$ cat config.mk
export PLATFORM = sky130hd
export DESIGN_NAME = float_add_sub_mul_div_post
export DESIGN_NICKNAME = d
export VERILOG_FILES = /design/src/rtl/fp_pkg.sv /design/src/rtl/float_add_sub_mul_div_post.sv
export SDC_FILE = /design/constraint.sdc
export NUM_CORES = 1
export LEC_CHECK = 0
export BUFFER_PORTS_ARGS = -buffer_cell sky130_fd_sc_hd__buf_4
export CAP_MARGIN = 10
export CORE_ASPECT_RATIO = 1.4
export CORE_MARGIN = 4
export CORE_UTILIZATION = 56
export DETAILED_ROUTE_END_ITERATION = 7
export PLACE_DENSITY = 0.76
export SETUP_SLACK_MARGIN = 0.3
export SYNTH_ARGS = -nofsm -noshare
export SYNTH_HDL_FRONTEND = slang
export SYNTH_SLANG_ARGS = --single-unit
$ cat constraint.sdc
create_clock -name clk_sys -period 6.7 [get_ports clk_sys]
set_input_delay 0.335 -clock clk_sys [delete_from_list [all_inputs] [get_ports clk_sys]]
set_output_delay 0.335 -clock clk_sys [all_outputs]
set_load 0.03 [all_outputs]
$ cat src/rtl/fp_pkg.sv
package fp_pkg;
    localparam int W        = 48;      // word and accumulator pair width
    localparam int CW       = 36;      // fraction width
    localparam int XW       = 12;      // sign extension above fraction
    localparam int SIGN     = 47;      // coefficient sign bit
    localparam int EXP_HI   = 46;      // exponent field top
    localparam int EXP_LO   = 36;      // exponent field bottom
    localparam int UPPER23  = 47;      // upper accumulator bit 23
    localparam int EXT47    = 47;      // extension bit 47
    localparam int NORM_BIT = 35;      // leading fraction bit
    localparam int OVF_BIT  = 36;      // first bit above fraction
    localparam logic signed [12:0] BIAS_POS = 13'sh400; // 2000 octal
    localparam logic signed [12:0] BIAS_NEG = 13'sh3ff; // 1777 octal
    localparam logic signed [12:0] EXP_MAX  = 13'sh3ff; // 1777 octal
    localparam logic signed [12:0] EXP_ONE  = 13'sh001; // exponent step
    localparam logic [5:0]  MAX_SHIFT = 6'h3f;  // 77 octal shifts
    localparam logic [5:0]  NORM_MAX  = 6'h24;  // left shift limit
    localparam logic [5:0]  CNT_ONE   = 6'h01;  // counter step
    localparam logic [47:0] ONE48     = 48'h000000000001;
    localparam logic [47:0] ZERO48    = 48'h000000000000;
    localparam logic [3:0]  OFS_CTRL  = 4'h0;   // request enables
    localparam logic [3:0]  OFS_STAT  = 4'h4;   // faults and busy
    localparam logic [2:0]  CTRL_RST  = 3'h0;   // enables after reset
    localparam int F_OVF = 0;                   // overflow flag index
    localparam int F_UNF = 1;                   // underflow flag index
    localparam int F_DIV = 2;                   // divide flag index
    typedef enum logic [1:0] {
        OP_ADD = 2'b00, OP_SUB = 2'b01, OP_MUL = 2'b10, OP_DIV = 2'b11
    } op_t;
    typedef enum logic [1:0] {
        RND_NONE = 2'b00, RND_ADD = 2'b01, RND_SUB = 2'b10
    } rnd_t;
    typedef enum logic [2:0] {
        ST_IDLE  = 3'b000, ST_ALIGN = 3'b001, ST_SUM  = 3'b010,
        ST_ROUND = 3'b011, ST_NORM  = 3'b100, ST_PACK = 3'b101
    } state_t;
    typedef struct packed {
        op_t         op;        // operation
        logic [47:0] aq;        // accumulator pair word
        logic [47:0] mem;       // storage operand word
        logic [47:0] core_coef; // raw multiply/divide coefficient
        logic [47:0] core_ext;  // extension or divide residue
    } fp_req_t;
endpackage
$ cat src/rtl/float_add_sub_mul_div_post.sv
// Chosen here: the register offsets and the strobed register port.
`timescale 1ns/10ps
module float_add_sub_mul_div_post (
    input  wire logic             clk_sys,     // 10 MHz clock
    input  wire logic             rst,         // sync reset, high
    input  wire logic             start,       // begin one operation
    input  wire fp_pkg::fp_req_t  req,         // operands, held at start
    output logic [47:0]           result_r,    // packed result word
    output logic                  done_r,      // one-cycle result pulse
    output logic                  busy_r,      // operation in flight
    input  wire logic             sense_stb,   // sense instruction strobe
    input  wire logic [1:0]       sense_sel,   // which fault to sense
    output logic                  sense_hit_r, // sensed fault was set
    output logic [2:0]            fault_req_r, // per-fault interrupt req
    input  wire logic [3:0]       addr,        // register address
    input  wire logic [31:0]      wdata,       // register write data
    input  wire logic             wr_stb,      // register write strobe
    input  wire logic             rd_stb,      // register read strobe
    output logic [31:0]           rdata_r      // read data, next cycle
);
    import fp_pkg::*;

    state_t             state_r;   // sequencer state
    op_t                op_r;      // latched operation
    rnd_t               rnd_r;     // chosen rounding quantity
    logic [47:0]        sh_r;      // upper part of combined shifter
    logic [47:0]        e_r;       // extension register
    logic [47:0]        oth_r;     // unshifted addend
    logic signed [12:0] exp_r;     // true result exponent
    logic [5:0]         cnt_r;     // shift counter
    logic [2:0]         flags_r;   // overflow, underflow, divide
    logic [2:0]         en_r;      // interrupt request enables
    logic [2:0]         set_f;     // faults raised this cycle
    logic [2:0]         clr_f;     // faults sensed this cycle

    // one's complement add with end-around carry
    function automatic logic [47:0] oc_add(input logic [47:0] a,
                                           input logic [47:0] b);
        logic [48:0] s;
        s = {1'b0, a} + {1'b0, b};
        return s[47:0] + {{(W-1){1'b0}}, s[W]};
    endfunction

    // biased exponent back to true exponent
    function automatic logic signed [12:0] true_exp(input logic [47:0] w);
        logic [10:0]        b;
        logic signed [12:0] bx;
        b  = w[SIGN] ? ~w[EXP_HI:EXP_LO] : w[EXP_HI:EXP_LO];
        bx = $signed({2'b00, b});
        // upper half loses 2000, lower half 1777
        return (bx >= BIAS_POS) ? bx - BIAS_POS : bx - BIAS_NEG;
    endfunction

    // fraction with sign spread over the upper bits
    function automatic logic [47:0] coef(input logic [47:0] w);
        return {{XW{w[SIGN]}}, w[CW-1:0]};
    endfunction

    // sign pair to rounding: 01 add, 10 subtract, else none
    function automatic rnd_t rnd_pick(input logic a, input logic e);
        case ({a, e})
            2'b01:   return RND_ADD;
            2'b10:   return RND_SUB;
            default: return RND_NONE;
        endcase
    endfunction

    // operand decode, combinational
    logic signed [12:0] ta, tb, dexp;
    logic [47:0]        ca, cb_m;
    logic [35:0]        dmag;
    logic [47:0]        rmag;
    logic               div_bad, half_up;
    always_comb begin
        ta   = true_exp(req.aq);
        tb   = true_exp(req.mem);
        ca   = coef(req.aq);
        // subtract works on the complemented storage coefficient
        cb_m = (req.op == OP_SUB) ? ~coef(req.mem) : coef(req.mem);
        dexp = ta - tb;
        dmag = req.mem[SIGN] ? ~req.mem[CW-1:0] : req.mem[CW-1:0];
        // zero or unnormalized divisor cannot give a fraction
        div_bad = ~dmag[NORM_BIT];
        rmag = req.core_ext[SIGN] ? ~req.core_ext : req.core_ext;
        // twice the residue against the divisor means ratio vs half
        half_up = ({rmag, 1'b0} >= {13'h0000, dmag});
    end

    // pack path: overflow checks and biased exponent
    logic signed [12:0] bexp;
    logic [35:0]        mag;
    logic               res_zero, ovf, unf;
    logic [47:0]        packed_w;
    always_comb begin
        mag      = sh_r[SIGN] ? ~sh_r[CW-1:0] : sh_r[CW-1:0];
        res_zero = (mag == 36'h000000000);
        ovf      = !res_zero && (exp_r > EXP_MAX);
        unf      = !res_zero && (exp_r < -EXP_MAX);
        // a signed integer has no minus zero, so zero takes 2000
        bexp = (exp_r >= 13'sh0000) ? exp_r + BIAS_POS
                                   : exp_r + BIAS_NEG;
        packed_w = {1'b0, bexp[10:0], mag};
        if (sh_r[SIGN])
            packed_w = ~packed_w;
        if (res_zero)
            packed_w = ZERO48;
    end

    // sequencer and datapath
    always_ff @(posedge clk_sys) begin
        if (rst) begin
            state_r <= ST_IDLE;
            op_r    <= OP_ADD;
            rnd_r   <= RND_NONE;
            sh_r    <= ZERO48;
            e_r     <= ZERO48;
            oth_r   <= ZERO48;
            exp_r   <= 13'sh0000;
            cnt_r   <= 6'h00;
        end else begin
            case (state_r)
                ST_IDLE: begin
                    if (start) begin
                        op_r  <= req.op;
                        e_r   <= ZERO48;
                        rnd_r <= RND_NONE;
                        cnt_r <= 6'h00;
                        if (req.op == OP_ADD || req.op == OP_SUB) begin
                            state_r <= ST_ALIGN;
                            if (dexp < 13'sh0000) begin
                                // accumulator has the smaller exponent
                                sh_r  <= ca;
                                oth_r <= cb_m;
                                // negative coefficient extends with ones
                                e_r   <= {W{ca[SIGN]}};
                                exp_r <= tb;
                                cnt_r <= (-dexp > 13'sh003f) ? MAX_SHIFT
                                         : 6'((-dexp));
                            end else begin
                                // storage operand is the one shifted
                                sh_r  <= cb_m;
                                oth_r <= ca;
                                e_r   <= {W{cb_m[SIGN]}};
                                exp_r <= ta;
                                cnt_r <= (dexp > 13'sh003f) ? MAX_SHIFT
                                         : 6'(dexp);
                            end
                        end else begin
                            // raw product or quotient enters rounding
                            sh_r    <= req.core_coef;
                            e_r     <= req.core_ext;
                            oth_r   <= ZERO48;
                            state_r <= ST_ROUND;
                            if (req.op == OP_MUL) begin
                                exp_r <= ta + tb;
                                rnd_r <= rnd_pick(req.core_coef[SIGN],
                                                  req.core_ext[SIGN]);
                            end else begin
                                exp_r <= dexp;
                                if (div_bad) begin
                                    // no quotient, packs as a zero word
                                    sh_r    <= ZERO48;
                                    state_r <= ST_PACK;
                                end else if (half_up)
                                    rnd_r <= req.core_coef[SIGN]
                                             ? RND_SUB : RND_ADD;
                            end
                        end
                    end
                end
                ST_ALIGN: begin
                    if (cnt_r != 6'h00) begin
                        // shifter and extension move as one, sign fill
                        sh_r  <= {sh_r[SIGN], sh_r[W-1:1]};
                        e_r   <= {sh_r[0], e_r[W-1:1]};
                        cnt_r <= cnt_r - CNT_ONE;
                    end else begin
                        // bit 23 sampled right after equalization
                        rnd_r   <= rnd_pick(sh_r[UPPER23],
                                            e_r[EXT47]);
                        state_r <= ST_SUM;
                    end
                end
                ST_SUM: begin
                    sh_r    <= oc_add(sh_r, oth_r);
                    state_r <= ST_ROUND;
                end
                ST_ROUND: begin
                    // one at the lowest bit, exponent left alone
                    case (rnd_r)
                        RND_ADD: sh_r <= oc_add(sh_r, ONE48);
                        RND_SUB: sh_r <= oc_add(sh_r, ~ONE48);
                        default: sh_r <= oc_add(sh_r, ZERO48);
                    endcase
                    cnt_r   <= 6'h00;
                    state_r <= ST_NORM;
                end
                ST_NORM: begin
                    // extension never moves here
                    if (sh_r[OVF_BIT] != sh_r[SIGN]) begin
                        sh_r  <= {sh_r[SIGN], sh_r[W-1:1]};
                        exp_r <= exp_r + EXP_ONE;
                    end else if (sh_r[NORM_BIT] == sh_r[SIGN]
                                 && cnt_r < NORM_MAX) begin
                        // zero result stops at the limit
                        sh_r  <= {sh_r[W-2:0], sh_r[SIGN]};
                        exp_r <= exp_r - EXP_ONE;
                        cnt_r <= cnt_r + CNT_ONE;
                    end else begin
                        state_r <= ST_PACK;
                    end
                end
                ST_PACK: begin
                    state_r <= ST_IDLE;
                end
                default: state_r <= ST_IDLE;
            endcase
        end
    end

    // result word and completion pulse
    always_ff @(posedge clk_sys) begin
        if (rst) begin
            result_r <= ZERO48;
            done_r   <= 1'b0;
            busy_r   <= 1'b0;
        end else begin
            done_r <= (state_r == ST_PACK);
            busy_r <= (state_r != ST_IDLE && state_r != ST_PACK)
                      || (state_r == ST_IDLE && start);
            if (state_r == ST_PACK)
                result_r <= packed_w;
        end
    end

    // fault raise and sense clear, raise wins
    always_comb begin
        set_f        = 3'h0;
        set_f[F_OVF] = (state_r == ST_PACK) && ovf;
        set_f[F_UNF] = (state_r == ST_PACK) && unf;
        set_f[F_DIV] = (state_r == ST_IDLE) && start
                       && (req.op == OP_DIV) && div_bad;
        clr_f = 3'h0;
        if (sense_stb && sense_sel <= 2'(F_DIV))
            clr_f[sense_sel] = 1'b1;
    end

    // flags, sense answer and interrupt requests
    always_ff @(posedge clk_sys) begin
        if (rst) begin
            flags_r     <= 3'h0;
            sense_hit_r <= 1'b0;
            fault_req_r <= 3'h0;
        end else begin
            flags_r     <= (flags_r & ~clr_f) | set_f;
            sense_hit_r <= |(flags_r & clr_f);
            // flag raised now requests at once, cleared one drops
            fault_req_r <= ((flags_r & ~clr_f) | set_f) & en_r;
        end
    end

    // register port: enables writable, status readable
    always_ff @(posedge clk_sys) begin
        if (rst) begin
            en_r    <= CTRL_RST;
            rdata_r <= 32'h00000000;
        end else begin
            if (wr_stb && addr == OFS_CTRL)
                en_r <= wdata[2:0];
            rdata_r <= 32'h00000000;
            if (rd_stb && addr == OFS_CTRL)
                rdata_r <= {29'h00000000, en_r};
            else if (rd_stb && addr == OFS_STAT)
                rdata_r <= {28'h0000000, busy_r, flags_r};
        end
    end
endmodule

==> impl_metrics.json <==
{
  "syn_avg_cell_area_sq_um": 7.05,
  "drt_wl_total_microns": 98900,
  "wl_per_cell_microns": 24.1,
  "dpl.hpwl_microns": 78200,
  "die_x_microns": 183,
  "crit_type": "register to register",
  "startpoint": "sh_r[10]",
  "core-area_sq_mm": 0.0424,
  "cts.root.buffer_cell": "clkbuf_16",
  "setup_violations": 0,
  "clock_skew_ns": 0.0180,
  "io_pins": 324,
  "peakVddDrop_mv": 0.268,
  "layout-drive-gt1-share": 0.135,
  "synth-edff-count": 0,
  "rows": 89,
  "critPathMostFrequentCell": "o211ai_1",
  "netlist_instances": 3424,
  "initial_utilization": 0.569,
  "ys_async_sr_fraction": 0,
  "drt-pass1-iter-count": 8,
  "numPortBuffers": 266,
  "ys.flop_type": "dfxtp_1",
  "crit_family": "simple AND/OR/NAND/NOR gates",
  "endpoint_kind": "register",
  "leakagePower_nw": 10.7,
  "min_path_type": "input pin to register",
  "post_cts.repair.setup_buffers": 0,
  "netlist.area_leader.share": 0.144,
  "hold_depth": 3,
  "grt.total_usage": 0.403,
  "crit_required_ns": 7.05,
  "final_cell_mix": "buf_4, nor2_1, nand2_1",
  "mostFrequentLayoutCell": "buf_4",
  "path_max_fanout": 13,
  "grt_pass1_vias": 26800,
  "n_antenna_cell": 0,
  "cts_buffers": 17,
  "ys_ff_latch": 174,
  "netlist_area_sq_mm": 0.0241,
  "power_density_mw_per_mm2": 290,
  "start_kind": "register",
  "fill_cells": 3859,
  "min_period_ns": 6.21,
  "reg2reg_depth": 18,
  "violations": "DRC",
  "area_delta_synth_final_pct": 12.5,
  "fin_ws_ns": 0.493,
  "slowest_delay_ns": 0.68,
  "rsz0062_at_grt": "no",
  "fin_crit_sh": 0.926,
  "min_from": "wdata[0]",
  "via_count": 28300,
  "ys_warn_count": 0,
  "synth_top_area_cell": "dfxtp_1",
  "worstMarginPinSlew_ns": 1.21,
  "grt_max_degree": 77,
  "status": "finished with violations",
  "drc": 8,
  "grt_pass1_wl_microns": 149000,
  "antenna_found_initial": 1,
  "fmax_mhz": 161,
  "setup_tns_ns": 0,
  "arrival_ns": 6.56,
  "dpl_worst_slack_ns": 0.867,
  "ys_top_cells_by_area": "dfxtp_1, xnor2_1, ha_1",
  "ff2ff_setup_slack_ns": 0.49,
  "whs_endpoint": "en_r[0]",
  "grt.overflow.total": 0,
  "antenna_violating_nets_post_route": 0,
  "clk_pin_slew_ns": 0.08,
  "dieArea_sq_mm": 0.0465,
  "rr_endpoint": "sh_r[36]",
  "max_slew_margin": 0.190,
  "ys_seq_area_frac": 0.144,
  "cts-htree-levels": 4,
  "cts_buffer_depth": 2,
  "fin_nets": 3935,
  "crit_buf_inv": 1,
  "drt_iter0_drc": 3631,
  "path_cells": "buf_4 -> nor4_4 -> nand4_2 -> or4_1 -> or4_1 -> ha_1 -> ha_1 -> nor2b_1 -> o211ai_1 -> a222oi_1 -> o211ai_1 -> nor4_2 -> nor3b_2 -> nor2b_1 -> nor3_1 -> a211o_1 -> o21ai_0 -> o211ai_1",
  "die_h_microns": 254,
  "clock-sinks": 174,
  "cts_tree": "done",
  "max-cap-violations": 0,
  "maxSlewViolCount": 0,
  "gp_congestion": 1.06,
  "r2r_start": "sh_r[10]",
  "cp_slowest_cell": "a222oi_1",
  "yosysUniqueCellTypes": 100,
  "hold_viol_final": 0,
  "vias_per_cell": 6.89,
  "clk_latency_ns": 0.49
}
-- worst max-delay path by stage --
stage | cells past startpoint | to | slack, ns
after CTS | 18 | sh_r[36] | 0.82
after global routing | 18 | sh_r[36] | 0.33
after global placement | 18 | sh_r[36] | 1.01
final | 18 | sh_r[36] | 0.49
after floorplan | 19 | sh_r[33] | 1.59
after detailed placement | 18 | sh_r[36] | 0.87
-- report_power, final --
group	total, W	internal (W)	switching [W]	leakage, nW
Sequential	0.00145	0.00118	0.000269	1.42
Combinational	0.00538	0.00190	0.00348	8.94
Clock	0.00106	0.000510	0.000547	0.298
Total	0.00789	0.00359	0.00429	10.7
-- cells by family (layout without fill, tap and decap cells) --
kind of cell,Yosys count,after routing,synth area share
AND/OR/NAND/NOR,1258,1258,0.269
XOR/XNOR,369,369,0.134
AO/OA/AOI/OAI,1073,1073,0.297
other,1,28,0.000155
adder cells (fa/ha/maj),146,146,0.0770
buffers and inverters,368,483,0.0632
multiplexers,35,35,0.0147
flip-flops,174,174,0.144
-- routing by layer --
layer,track usage,up-vias,wire length [microns]
met5,0,-,0
met4,0.285,0,7980
met3,0.0488,430,8580
met2,0.682,1742,46500
met1,0.469,13300,35900
li1,-,12900,-
-- cell usage after synthesis (46+ instances only) --
library cell / instances
a22oi_1: 46
nor2_1: 314
xnor2_1: 249
a21oi_1: 266
ha_1: 139
clkbuf_1: 204
nand3_1: 119
a22o_1: 47
a21o_1: 56
nor3_1: 118
dfxtp_1: 174
inv_1: 82
nor4_1: 51
o21ai_0: 231
nand4_1: 75
nand2_1: 282
o211ai_1: 48
xor2_1: 120
a211oi_1: 52
-- through the flow --
stage / instances / hold WS, ns / power (W) / util / instance area (sq um)
5_1_grt: 4112 / 0.0977 / 0.00831 / 0.640 / 27200
3_3_place_gp: 4080 / 0.456 / 0.00647 / 0.626 / 26500
6_report: 4112 / 0.0922 / 0.00789 / 0.640 / 27200
4_1_cts: 4112 / 0.0848 / 0.00769 / 0.640 / 27200
2_1_floorplan: 3451 / 0.449 / 0.00508 / - / 24200
3_5_place_dp: 4080 / 0.456 / 0.00662 / 0.626 / 26500
-- worst reg2reg max path, stage by stage, from the launching register on --
cell and delay, ns:
dfxtp_1 0.57, buf_4 0.29, nor4_4 0.09, nand4_2 0.20
or4_1 0.33, or4_1 0.42, ha_1 0.25, ha_1 0.19
nor2b_1 0.32, o211ai_1 0.25, a222oi_1 0.68, o211ai_1 0.29
nor4_2 0.57, nor3b_2 0.57, nor2b_1 0.28, nor3_1 0.07
a211o_1 0.32, o21ai_0 0.24, o211ai_1 0.14
-- registers in the layout, indices dropped and copies added, names as in the netlist --
signal,flops
result_r,48
done_r,1
e_r,1
rdata_r,4
oth_r,37
flags_r,3
busy_r,1
state_r,3
en_r,3
cnt_r,6
rnd_r,2
sense_hit_r,1
fault_req_r,3
sh_r,48
exp_r,13
-- layout make-up --
type                            instances  area (sq um)  area share
Timing Repair Buffer                  366          2750       0.101
Clock inverter                         15           184     0.00677
Tap cell                              546           683      0.0252
Inverter                               85           319      0.0117
Multi-Input combinational cell       2909         19300       0.711
Sequential cell                       174          3480       0.128
Clock buffer                           17           425      0.0157
-- repair_timing --
action / CTS / global route
hold buffers: 0 / 0
setup endpoints to repair: 0 / 2
endpoints found under the hold margin: 0 / 0
resized for setup: 0 / 1
Power figures use the tool's default switching activity.
